File: src/bcrd_pkg.sv
// shared constants and types for the buck control register block
package bcrd_pkg;
  // serial slave address
  localparam logic [6:0] SLAVE_ADDR     = 7'h64;
  // register offsets
  localparam logic [7:0] OFS_SETPOINT   = 8'h00;
  localparam logic [7:0] OFS_CONTROL_0  = 8'h01;
  localparam logic [7:0] OFS_CONTROL_1  = 8'h05;
  // field positions
  localparam int         SETPOINT_W     = 6;
  localparam int         DISCHARGE_ENABLE_BIT_BIT      = 0;
  localparam int         FORCED_PULSE_MODE_BIT_BIT       = 2;
  localparam int         SW_EN_BIT      = 0;
  localparam int         CHIP_DIS_BIT   = 7;
  // reset values; forced_pulse_mode_bit bit is replaced by the trim at release
  localparam logic [7:0] RST_SETPOINT   = 8'h32;
  localparam logic [7:0] RST_CONTROL_0  = 8'h01;
  localparam logic [7:0] RST_CONTROL_1  = 8'h01;
  // valid setpoint code window
  localparam logic [5:0] CODE_MIN       = 6'h14;
  localparam logic [5:0] CODE_MAX       = 6'h37;
  // reference scale of the analog converter
  localparam int         REF_BASE_MV    = 400;
  localparam int         REF_STEP_MV    = 20;
  // voltage scaling step time
  localparam int         CLK_PERIOD_PS  = 4000;
  localparam int         DVS_STEP_NS    = 12000;
  localparam int         DVS_CYCLES     = (DVS_STEP_NS * 1000) / CLK_PERIOD_PS;
  localparam int         DVS_CNT_W      = 12;
  // serial bit count per byte
  localparam logic [3:0] BYTE_BITS      = 4'h8;

  typedef struct packed {
    logic       conv_enable;
    logic       forced_pwm;
    logic       discharge_on;
    logic [5:0] ref_code;
    logic       ref_at_target;
  } bcrd_conv_ctl_type;

  typedef enum logic [3:0] {
    ST_IDLE, ST_ADDR, ST_ACK_ADDR, ST_PTR, ST_ACK_PTR,
    ST_WDATA, ST_ACK_DATA, ST_TX, ST_TX_ACK
  } bcrd_state_type;
endpackage

File: src/bcrd_regs.sv
// buck regulator control registers, serial slave and reference ramp
`timescale 1ns/1ps
`default_nettype none
module bcrd_regs
  import bcrd_pkg::*;
#(
  parameter int DVS_STEP_CYCLES = DVS_CYCLES
) (
  // clock and power-on reset
  input  wire logic              core_clk,
  input  wire logic              rstn,
  // pins
  input  wire logic              en_pin,
  input  wire logic              scl_in,
  input  wire logic              sda_in,
  output logic                   sda_out,
  output logic                   sda_oe,
  // factory trim
  input  wire logic              trim_forced_pwm,
  // analog side
  output bcrd_conv_ctl_type      conv_ctl
);

  // pin history for edge detection
  logic scl_prev_reg, sda_prev_reg;
  always_ff @(posedge core_clk or negedge rstn) begin
    if (!rstn) begin
      scl_prev_reg <= 1'b1;
      sda_prev_reg <= 1'b1;
    end else begin
      scl_prev_reg <= scl_in;
      sda_prev_reg <= sda_in;
    end
  end

  logic scl_rise, scl_fall, bus_start, bus_stop;
  assign scl_rise  = scl_in && !scl_prev_reg;
  assign scl_fall  = !scl_in && scl_prev_reg;
  assign bus_start = scl_in && scl_prev_reg && sda_prev_reg && !sda_in;
  assign bus_stop  = scl_in && scl_prev_reg && !sda_prev_reg && sda_in;

  // register file
  logic [7:0] setpoint_reg, setpoint_next;
  logic [7:0] control_zero_reg, control_zero_next;
  logic [7:0] control_one_reg, control_one_next;
  logic       trim_done_reg, trim_done_next;
  logic       wr_en;
  logic [7:0] wr_addr, wr_data;

  // serial slave state
  bcrd_state_type state_reg, state_next;
  logic [3:0] bit_cnt_reg, bit_cnt_next;
  logic [7:0] rx_sh_reg, rx_sh_next;
  logic [7:0] tx_sh_reg, tx_sh_next;
  logic [7:0] ptr_reg, ptr_next;
  logic       oe_reg, oe_next;
  logic       rw_reg, rw_next;
  logic       mack_reg, mack_next;

  function automatic logic [7:0] read_reg(input logic [7:0] a, input logic [7:0] s,
                                          input logic [7:0] c0, input logic [7:0] c1);
    case (a)
      OFS_SETPOINT:  read_reg = s;
      OFS_CONTROL_0: read_reg = c0;
      OFS_CONTROL_1: read_reg = c1;
      default:       read_reg = 8'h00;
    endcase
  endfunction

  always_comb begin
    state_next   = state_reg;
    bit_cnt_next = bit_cnt_reg;
    rx_sh_next   = rx_sh_reg;
    tx_sh_next   = tx_sh_reg;
    ptr_next     = ptr_reg;
    oe_next      = oe_reg;
    rw_next      = rw_reg;
    mack_next    = mack_reg;
    wr_en        = 1'b0;
    wr_addr      = ptr_reg;
    wr_data      = rx_sh_reg;
    if (bus_stop) begin
      state_next = ST_IDLE;
      oe_next    = 1'b0;
    end else if (bus_start) begin
      state_next   = ST_ADDR;
      bit_cnt_next = 4'h0;
      oe_next      = 1'b0;
    end else begin
      case (state_reg)
        ST_IDLE: begin
          oe_next = 1'b0;
        end
        ST_ADDR, ST_PTR, ST_WDATA: begin
          if (scl_rise) begin
            rx_sh_next   = {rx_sh_reg[6:0], sda_in};
            bit_cnt_next = bit_cnt_reg + 4'h1;
          end else if (scl_fall && bit_cnt_reg == BYTE_BITS) begin
            oe_next = 1'b1;
            if (state_reg == ST_ADDR) begin
              // foreign address: stay off the bus until next start
              if (rx_sh_reg[7:1] == SLAVE_ADDR) begin
                rw_next    = rx_sh_reg[0];
                state_next = ST_ACK_ADDR;
              end else begin
                oe_next    = 1'b0;
                state_next = ST_IDLE;
              end
            end else if (state_reg == ST_PTR) begin
              ptr_next   = rx_sh_reg;
              state_next = ST_ACK_PTR;
            end else begin
              wr_en      = 1'b1;
              state_next = ST_ACK_DATA;
            end
          end
        end
        ST_ACK_ADDR, ST_ACK_PTR, ST_ACK_DATA: begin
          if (scl_fall) begin
            bit_cnt_next = 4'h0;
            oe_next      = 1'b0;
            state_next   = ST_WDATA;
            if (state_reg == ST_ACK_ADDR && !rw_reg) begin
              state_next = ST_PTR;
            end else if (state_reg == ST_ACK_ADDR) begin
              tx_sh_next = read_reg(ptr_reg, setpoint_reg, control_zero_reg, control_one_reg);
              oe_next    = !tx_sh_next[7];
              state_next = ST_TX;
            end else if (state_reg == ST_ACK_DATA) begin
              ptr_next = ptr_reg + 8'h01;
            end
          end
        end
        ST_TX: begin
          if (scl_rise) begin
            bit_cnt_next = bit_cnt_reg + 4'h1;
          end else if (scl_fall) begin
            if (bit_cnt_reg == BYTE_BITS) begin
              oe_next    = 1'b0;
              state_next = ST_TX_ACK;
            end else begin
              tx_sh_next = {tx_sh_reg[6:0], 1'b0};
              oe_next    = !tx_sh_next[7];
            end
          end
        end
        ST_TX_ACK: begin
          if (scl_rise) begin
            mack_next = !sda_in;
          end else if (scl_fall) begin
            if (mack_reg) begin
              ptr_next     = ptr_reg + 8'h01;
              tx_sh_next   = read_reg(ptr_next, setpoint_reg, control_zero_reg,
                                      control_one_reg);
              oe_next      = !tx_sh_next[7];
              bit_cnt_next = 4'h0;
              state_next   = ST_TX;
            end else begin
              state_next = ST_IDLE;
            end
          end
        end
        default: begin
          state_next = ST_IDLE;
          oe_next    = 1'b0;
        end
      endcase
    end
  end

  always_ff @(posedge core_clk or negedge rstn) begin
    if (!rstn) begin
      state_reg   <= ST_IDLE;
      bit_cnt_reg <= 4'h0;
      rx_sh_reg   <= 8'h00;
      tx_sh_reg   <= 8'h00;
      ptr_reg     <= 8'h00;
      oe_reg      <= 1'b0;
      rw_reg      <= 1'b0;
      mack_reg    <= 1'b0;
    end else begin
      state_reg   <= state_next;
      bit_cnt_reg <= bit_cnt_next;
      rx_sh_reg   <= rx_sh_next;
      tx_sh_reg   <= tx_sh_next;
      ptr_reg     <= ptr_next;
      oe_reg      <= oe_next;
      rw_reg      <= rw_next;
      mack_reg    <= mack_next;
    end
  end

  // registers; trim caught one cycle after release since reset takes constants only
  always_comb begin
    setpoint_next     = setpoint_reg;
    control_zero_next = control_zero_reg;
    control_one_next  = control_one_reg;
    trim_done_next    = 1'b1;
    if (!trim_done_reg) begin
      control_zero_next[FORCED_PULSE_MODE_BIT_BIT] = trim_forced_pwm;
    end
    if (wr_en) begin
      case (wr_addr)
        OFS_SETPOINT:  setpoint_next     = wr_data;
        OFS_CONTROL_0: control_zero_next = wr_data;
        OFS_CONTROL_1: control_one_next  = wr_data;
        default:       setpoint_next     = setpoint_reg;
      endcase
    end
  end

  always_ff @(posedge core_clk or negedge rstn) begin
    if (!rstn) begin
      setpoint_reg     <= RST_SETPOINT;
      control_zero_reg <= RST_CONTROL_0;
      control_one_reg  <= RST_CONTROL_1;
      trim_done_reg    <= 1'b0;
    end else begin
      setpoint_reg     <= setpoint_next;
      control_zero_reg <= control_zero_next;
      control_one_reg  <= control_one_next;
      trim_done_reg    <= trim_done_next;
    end
  end

  // reference ramp; out-of-window codes are clamped to the valid range
  logic [5:0]           target_code;
  logic [5:0]           ref_reg, ref_next;
  logic [DVS_CNT_W-1:0] dvs_cnt_reg, dvs_cnt_next;
  logic                 conv_en;
  bcrd_conv_ctl_type    ctl_next;

  always_comb begin
    target_code = setpoint_reg[SETPOINT_W-1:0];
    if (target_code < CODE_MIN) target_code = CODE_MIN;
    if (target_code > CODE_MAX) target_code = CODE_MAX;
    ref_next     = ref_reg;
    dvs_cnt_next = '0;
    if (ref_reg != target_code) begin
      dvs_cnt_next = dvs_cnt_reg + 1'b1;
      if (dvs_cnt_reg == DVS_CNT_W'(DVS_STEP_CYCLES - 1)) begin
        dvs_cnt_next = '0;
        ref_next     = (ref_reg < target_code) ? ref_reg + 6'h01 : ref_reg - 6'h01;
      end
    end
    conv_en = en_pin && control_one_reg[SW_EN_BIT]
              && !control_one_reg[CHIP_DIS_BIT];
    ctl_next.conv_enable   = conv_en;
    ctl_next.forced_pwm    = control_zero_reg[FORCED_PULSE_MODE_BIT_BIT];
    ctl_next.discharge_on  = !conv_en && control_zero_reg[DISCHARGE_ENABLE_BIT_BIT];
    ctl_next.ref_code      = ref_reg;
    ctl_next.ref_at_target = (ref_reg == target_code);
  end

  always_ff @(posedge core_clk or negedge rstn) begin
    if (!rstn) begin
      ref_reg     <= RST_SETPOINT[SETPOINT_W-1:0];
      dvs_cnt_reg <= '0;
      conv_ctl    <= '0;
      sda_out     <= 1'b0;
      sda_oe      <= 1'b0;
    end else begin
      ref_reg     <= ref_next;
      dvs_cnt_reg <= dvs_cnt_next;
      conv_ctl    <= ctl_next;
      sda_out     <= 1'b0;
      sda_oe      <= oe_next;
    end
  end

  // checks
  property p_shutdown;
    @(posedge core_clk) disable iff (!rstn) !en_pin |=> !conv_ctl.conv_enable;
  endproperty
  a_shutdown: assert property (p_shutdown) else $error("converter on with pin low");

  property p_sw_enable;
    @(posedge core_clk) disable iff (!rstn)
      en_pin && !control_one_reg[SW_EN_BIT] |=> !conv_ctl.conv_enable;
  endproperty
  a_sw_enable: assert property (p_sw_enable) else $error("software disable ignored");

  property p_discharge;
    @(posedge core_clk) disable iff (!rstn)
      conv_ctl.discharge_on |-> !conv_ctl.conv_enable;
  endproperty
  a_discharge: assert property (p_discharge) else $error("discharge while running");

  property p_ref_window;
    @(posedge core_clk) disable iff (!rstn)
      trim_done_reg |-> ref_reg >= CODE_MIN && ref_reg <= CODE_MAX;
  endproperty
  a_ref_window: assert property (p_ref_window) else $error("reference out of window");

  property p_single_step;
    @(posedge core_clk) disable iff (!rstn)
      ref_reg != $past(ref_reg) |-> ref_reg == $past(ref_reg) + 6'h01
                                    || ref_reg == $past(ref_reg) - 6'h01;
  endproperty
  a_single_step: assert property (p_single_step) else $error("reference jumped");

  property p_step_spacing;
    @(posedge core_clk) disable iff (!rstn)
      ref_next != ref_reg |-> dvs_cnt_reg == DVS_CNT_W'(DVS_STEP_CYCLES - 1);
  endproperty
  a_step_spacing: assert property (p_step_spacing) else $error("step too early");

  property p_ramp_starts;
    @(posedge core_clk) disable iff (!rstn)
      ref_reg != target_code |=> dvs_cnt_reg != '0 || ref_reg != $past(ref_reg);
  endproperty
  a_ramp_starts: assert property (p_ramp_starts) else $error("ramp did not run");

  property p_foreign_addr;
    @(posedge core_clk) disable iff (!rstn)
      state_reg == ST_ADDR && scl_fall && bit_cnt_reg == BYTE_BITS
      && rx_sh_reg[7:1] != SLAVE_ADDR && !bus_start && !bus_stop |=> !sda_oe;
  endproperty
  a_foreign_addr: assert property (p_foreign_addr) else $error("acked foreign address");

  property p_ptr_advance;
    @(posedge core_clk) disable iff (!rstn)
      state_reg == ST_ACK_DATA && scl_fall && !bus_start && !bus_stop
      |=> ptr_reg == $past(ptr_reg) + 8'h01;
  endproperty
  a_ptr_advance: assert property (p_ptr_advance) else $error("pointer not advanced");

  c_write:   cover property (@(posedge core_clk) disable iff (!rstn) wr_en);
  c_read:    cover property (@(posedge core_clk) disable iff (!rstn)
                             state_reg == ST_TX_ACK && mack_reg);
  c_ramp:    cover property (@(posedge core_clk) disable iff (!rstn)
                             !conv_ctl.ref_at_target ##1 conv_ctl.ref_at_target);
  c_dis:     cover property (@(posedge core_clk) disable iff (!rstn) conv_ctl.discharge_on);

endmodule
`default_nettype wire

File: config.mk
export PLATFORM = sky130hd
export DESIGN_NAME = bcrd_regs
export DESIGN_NICKNAME = d
export VERILOG_FILES = /design/src/bcrd_pkg.sv /design/src/bcrd_regs.sv
export SDC_FILE = /design/constraint.sdc
export NUM_CORES = 1
export LEC_CHECK = 0
export BUFFER_PORTS_ARGS = -buffer_cell sky130_fd_sc_hd__buf_2
export CORE_MARGIN = 2
export CORE_UTILIZATION = 43
export DETAILED_ROUTE_END_ITERATION = 8
export GPL_TIMING_DRIVEN = 0
export PLACE_DENSITY = 0.73
export SETUP_SLACK_MARGIN = 0.05
export SYNTH_ARGS = -nofsm -noshare
export SYNTH_HDL_FRONTEND = slang
export SYNTH_SLANG_ARGS = --single-unit
File: constraint.sdc
create_clock -name core_clk -period 2.87 [get_ports core_clk]
set_clock_uncertainty 0.05 [all_clocks]
set_input_delay 0.574 -clock core_clk [delete_from_list [all_inputs] [get_ports core_clk]]
set_output_delay 0.574 -clock core_clk [all_outputs]
set_load 0.02 [all_outputs]
Word level (Yosys, flattened, before mapping)
Cells that the tools add are included.
{ "totals": {"reg_bits": 89, "input_bits": 6} }
{ "op_classes": {"addsub": 5, "magnitude_cmp": 3, "eq_ne": 47, "mux": 91, "n_bitwise": 3, "reduce_logical": 43} }
{ "ops": {"columns": ["cell", "count"], "rows": [
  ["8-bit 2-to-1 mux", 23],
  ["8-bit case mux with 3 select lines", 3],
  ["4-bit 2-to-1 mux", 17],
  ["7-bit 2-to-1 mux", 9],
  ["4-bit inequality test, second input constant", 9],
  ["2-bit inequality test, second input constant", 15],
  ["12-bit 2-to-1 mux", 2],
  ["1-bit 2-to-1 mux", 23],
  ["7-bit case mux with 3 select lines", 1],
  ["4-bit case mux with 5 select lines", 1],
  ["6-bit 2-to-1 mux", 3],
  ["4-bit by 3-bit equality test with 1-bit output, second input constant", 4],
  ["8-bit by 1-bit equality test with 1-bit output, second input constant", 2],
  ["8-bit by 3-bit equality test with 1-bit output, second input constant", 2],
  ["8-bit zero test", 2],
  ["3-bit inequality test, second input constant", 5],
  ["14-bit AND reduction", 1],
  ["7-bit AND reduction", 2],
  ["12-bit by 1-bit adder with 12-bit output, second input constant", 1],
  ["12-bit equality test, second input constant", 1],
  ["1-bit logical AND", 12],
  ["3-bit 2-to-1 mux", 4],
  ["4-bit case mux with 3 select lines", 1],
  ["12-bit AND reduction", 1],
  ["27 further kinds", 48]
]} }

Depth between registers and ports, before layout
{ "logic_depth": {"depth_word": 16, "mapped_depth": 15, "ltp_nobuf": 14} }

Worst setup path after synthesis
OpenSTA, ideal clock, no wires.
{ "synth_timing": {"path_type": "register to register", "start": "reg setpoint_reg[4]", "end": "reg ref_reg[5]", "arrival_ps": 2908, "required_ps": 2737, "setup_slack_ps": -171, "path_stages_with_launch": 16, "path_buffers": 1, "synth_period_minus_slack_ps": 3041, "cell_sequence": "dfstp_2 clkbuf_1 nand2_1 xnor2_1 nor2_1 ha_1 o21a_1 o31ai_1 a21oi_1 ha_1 a211oi_1 o21bai_1 a21oi_1 xor2_1 nor2_1 xor2_1"} }
{ "synth_between": {"elab_chain_len": 6} }
{ "synth_rtl": {"columns": ["element", "line_no", "text"], "rows": [
  ["start, declared", "bcrd_regs.sv:43", "logic [7:0] setpoint_reg, setpoint_next;"],
  ["start signal, assigned", "bcrd_regs.sv:219", "setpoint_reg <= setpoint_next;"],
  ["6-bit by 5-bit < comparator with 1-bit output", "bcrd_regs.sv:235", "if (target_code < CODE_MIN) target_code = CODE_MIN;"],
  ["6-bit 2-to-1 mux (*)", "bcrd_regs.sv:235", null],
  ["6-bit greater-than comparator", "bcrd_regs.sv:236", "if (target_code > CODE_MAX) target_code = CODE_MAX;"],
  ["6-bit 2-to-1 mux (*)", "bcrd_regs.sv:236", null],
  ["6-bit < comparator or 6-bit inequality test (tied branches)", "bcrd_regs.sv:243, bcrd_regs.sv:239", null],
  ["6-bit 2-to-1 mux or 2-bit AND reduction (tied branches)", null, null],
  ["end signal, assigned", "bcrd_regs.sv:257", "ref_reg <= RST_SETPOINT[SETPOINT_W-1:0];"],
  ["end signal, assigned", "bcrd_regs.sv:263", "ref_reg <= ref_next;"],
  ["end, declared", "bcrd_regs.sv:228", "logic [5:0] ref_reg, ref_next;"]
]} }
Mark *: on every way between the ends. The rest lies on a longest branch, timed or not.
A chain may end at the register's enable or synchronous reset.

Worst setup path in the final report
{ "layout_timing": {"start": "reg setpoint_reg[5]", "end": "reg ref_reg[5]"} }
Same word-level chain as after synthesis.

==> impl.org <==
** Layout
- Count of non-filler cells in the finished layout :: 711
- In the layout the commonest cells are sky130_fd_sc_hd__dfrtp_1, sky130_fd_sc_hd__nor2_1, sky130_fd_sc_hd__mux2_2, sky130_fd_sc_hd__nand2_1, sky130_fd_sc_hd__a21oi_1.
- The library cell used most frequently in the layout, excluding fill and tap cells, is sky130_fd_sc_hd__dfrtp_1.
- The repair_antennas step left the layout with diodes totalling 0.
- From synthesis to final layout, the design area changed by 14.9%.
- Final #Nets :: 583
- Fraction of final layout cells with drive strength greater than 1 :: 25.7%
- The register with the most flip-flops in the layout has 12 of them.

** Setup path
- Following the worst setup path forward leads to its endpoint at ref_reg[5].
- The worst setup path is captured at a register.
- In this run the critical register-to-register path is launched from setpoint_reg[5].
- The worst register-to-register path has a depth of 14.
- Tracing the worst setup path back leads to its startpoint at setpoint_reg[5].
- Type of the worst setup path :: reg -> reg
- Req. time, crit path :: 3090 ps
- Startpoint class of the critical path :: register
- Reg-to-reg setup timing slack :: -150 ps
- Data arrives at the worst endpoint at 3240 ps.
- Of all nets on the critical path, the largest fanout is 5.
- In this run the critical register-to-register path is captured at ref_reg[5].

** Clock network
- Clock sink count :: 89
- Source-to-sink clock delay at the later pin of the worst-skew pair :: 350 ps
- TritonCTS Buffers :: 9
- Counting along the longest clock path gives a buffer depth of 2.
- In this run the number of H-tree levels came out at 3.
- TritonCTS built the clock tree.
- CTS Hold Bufs :: 0
- Clock root cell :: sky130_fd_sc_hd__clkbuf_16
- After clock tree synthesis, the clock-pin slew on the worst setup and hold paths is 70 ps.

** Timing
- For the pin with the worst max-slew slack, the measured transition is 692 ps.
- Final clock period utilization by the worst path :: 105%
- Based on the critical path, the design can be clocked at up to 0.331 GHz.
- Setup repair after global routing missed its margin :: true
- After layout, the worst setup slack is -151 ps.
- The hold violation total from the final report came to 0.
- Time the worst path needs with I/O delays and setup :: 3020 ps
- Final Max Slew Viols :: 0
- Headroom to the max-slew limit came out at 53.5%.
- Final setup violation count :: 1

** Logic synthesis
- Asr flop ratio synth :: 100%
- In the synthesized netlist the dominant register cell turns out to be sky130_fd_sc_hd__dfrtp_1.
- Ranked by total cell area, the synthesized netlist is headed by sky130_fd_sc_hd__dfrtp_1, sky130_fd_sc_hd__mux2_2, sky130_fd_sc_hd__dfstp_2.
- Share of synthesized area occupied by flip-flops and latches :: 43.2%
- The number of nets handed over by synthesis was 544.
- The Yosys step of the flow raised 0 warnings.
- The synthesized design contains 89 register bits.
- Number of flops mapped to enable cells by yosys :: 0
- Cell type with the highest aggregate area in the netlist :: sky130_fd_sc_hd__dfrtp_1
- After synthesis the cells add up to 5190 um2.
- In this run the mean area of a mapped cell was 9.97 um2.
- Distinct cell type count of the synthesized netlist :: 79
- Cell count after synthesis :: 520
- Share of the synthesized area in the top cell type :: 38.1%

** Floorplan
- The total area inside the core boundary comes to 11900 um2.
- The initialized floorplan defines 40 standard-cell rows.
- Ports placed on the boundary :: 18
- Initial core utilization :: 43.5%
- Overall die height :: 114 um
- Area enclosed by the die boundary :: 13000 um2
- Chip width :: 114 um

** Placed design
- The count of buffers added on input and output ports is 16.
- OpenSTA, run right after detailed placement, puts the worst setup slack at -189 ps.
- Once detailed placement completed, the half-perimeter wirelength came to 8500 um.
- Routability-driven placement finished with a final weighted congestion of 0.878.
- Number of cells after detailed placement :: 684

** GRT
- The initial antenna violation count was 0.
- Summed over all layers, the global routing overflow is 0.
- Largest net degree at the start of global routing :: 70
- Via count of the first global-routing pass :: 4134
- The first global-routing pass estimated 20400 um of wire.
- Global routing used 19.4% of the available tracks.

** Detailed routing
- Routed Antenna Nets :: 0
- In this run, the number of DRC markers left after iteration 0 of detailed routing was 319.
- Overall routed net length :: 12100 um
- Via density per instance :: 5.86
- The pre-antenna-repair detailed-routing pass consisted of 5 iterations.
- Total number of vias :: 4168
- Drt drc :: 0
- Dividing the detail-routed wire length by the instance count gives 17.0 um.

** Run
- Max-cap violations :: 0

** Power
- Pleak :: 2.62 nW
- Maximum vdd drop :: 0.289 mV
- Ratio of total power to cell area :: 660 nW/um2

** Worst hold path
- Hold crit path type :: in -> async

** Outcome
- Violations in the final reports :: setup timing
- The flow ran to the end, but the final reports show violations.
[worst min-delay path by stage]
stage	endpoint	depth (start not counted)
after floorplan	bit_cnt_reg[0]	0
after global placement	conv_ctl[6]	0
after detailed placement	conv_ctl[6]	0
after CTS	tx_sh_reg[1]	1
after global routing	tx_sh_reg[1]	1
final	tx_sh_reg[1]	1
[critical path, stage by stage, from the launching register on]
cell and delay (ps):
sky130_fd_sc_hd__dfstp_2 560, sky130_fd_sc_hd__inv_2 80, sky130_fd_sc_hd__nor2_4 100, sky130_fd_sc_hd__o21ai_1 100
sky130_fd_sc_hd__ha_1 340, sky130_fd_sc_hd__o21a_1 190, sky130_fd_sc_hd__o31ai_4 100, sky130_fd_sc_hd__a21oi_2 220
sky130_fd_sc_hd__ha_1 290, sky130_fd_sc_hd__a211oi_2 200, sky130_fd_sc_hd__o21bai_1 110, sky130_fd_sc_hd__a21oi_1 170
sky130_fd_sc_hd__xor2_1 200, sky130_fd_sc_hd__nor2_1 80, sky130_fd_sc_hd__xor2_1 150
[timing repair]
| action | 4_1_cts | 5_1_grt |
|---|---|---|
| setup endpoints to repair | 3 | 5 |
| pin swaps | 11 | 15 |
| resized for setup | 7 | 16 |
| cloned | 0 | 0 |
| setup buffers | 10 | 2 |
[cell usage after synthesis, types with 3 or more instances]
cell                       instances
sky130_fd_sc_hd__dfrtp_1          79
sky130_fd_sc_hd__nor2_1           58
sky130_fd_sc_hd__mux2_2           35
sky130_fd_sc_hd__nand2_1          32
sky130_fd_sc_hd__a21oi_1          27
sky130_fd_sc_hd__o21ai_0          25
sky130_fd_sc_hd__nand3_1          20
sky130_fd_sc_hd__a22oi_1          18
sky130_fd_sc_hd__ha_1             17
sky130_fd_sc_hd__xor2_1           14
sky130_fd_sc_hd__inv_1            13
sky130_fd_sc_hd__a31oi_1          11
sky130_fd_sc_hd__o21a_1           11
sky130_fd_sc_hd__xnor2_1          11
sky130_fd_sc_hd__dfstp_2          10
sky130_fd_sc_hd__nor3_1            9
sky130_fd_sc_hd__buf_2             8
sky130_fd_sc_hd__clkbuf_1          8
sky130_fd_sc_hd__nor2b_1           7
sky130_fd_sc_hd__nand4_1           6
sky130_fd_sc_hd__o211ai_1          6
sky130_fd_sc_hd__a21o_1            4
sky130_fd_sc_hd__buf_1             4
sky130_fd_sc_hd__mux2i_1           4
sky130_fd_sc_hd__or3_1             4
sky130_fd_sc_hd__a211oi_1          3
sky130_fd_sc_hd__and3_1            3
sky130_fd_sc_hd__buf_4             3
sky130_fd_sc_hd__clkbuf_2          3
sky130_fd_sc_hd__o22ai_1           3
sky130_fd_sc_hd__o31ai_1           3
[report_power, final]
part / internal (mW) / leakage (nW) / switching, mW
Sequential: 1.40 / 1.15 / 0.186
Combinational: 0.439 / 1.33 / 0.769
Clock: 0.620 / 0.137 / 0.521
Total: 2.46 / 2.62 / 1.48
[metal layers]
layer / routed length (um) / up-vias / share of wire, % / global-route usage [%]
li1: - / 1967 / - / -
met1: 5380 / 2068 / 45 / 26.1
met2: 5790 / 109 / 48 / 31.3
met3: 632 / 24 / 5.2 / 3.83
met4: 262 / 0 / 2.2 / 7.07
met5: 0 / - / 0 / 0
[stage by stage]
step | area [um2] | setup TNS [ps] | power [mW] | hold WS, ps | util [%]
CTS | 5900 | -127 | 3.93 | 67.1 | 49.5
global route | 5960 | -513 | 4.13 | 66.5 | 50.0
floorplan | 5200 | 0 | 2.46 | 228 | -
detailed placement | 5500 | -270 | 2.79 | 365 | 46.2
global placement | 5470 | -118 | 2.74 | 364 | 45.9
finish | 5960 | -151 | 3.93 | 63.8 | 50.0
[logic make-up after synthesis]
family,count (synthesis),share of synthesized area [%]
flops,89,43.2
fa+ha+maj,18,4.49
buf+inv,40,3.52
compound gates,139,18.6
xor+xnor,25,4.22
simple gates,168,17.5
mux,39,8.37
other cells,2,0.145
[final cells by class]
type,count,area (um2)
buffer,26,130
clock buffer,10,239
clock inverter,6,48.8
fill,1052,5950
inverter,13,48.8
multi-input combinational,391,2870
sequential,89,2240
tap,147,184
timing repair buffer,29,200
(Power assumes the default switching activity.)
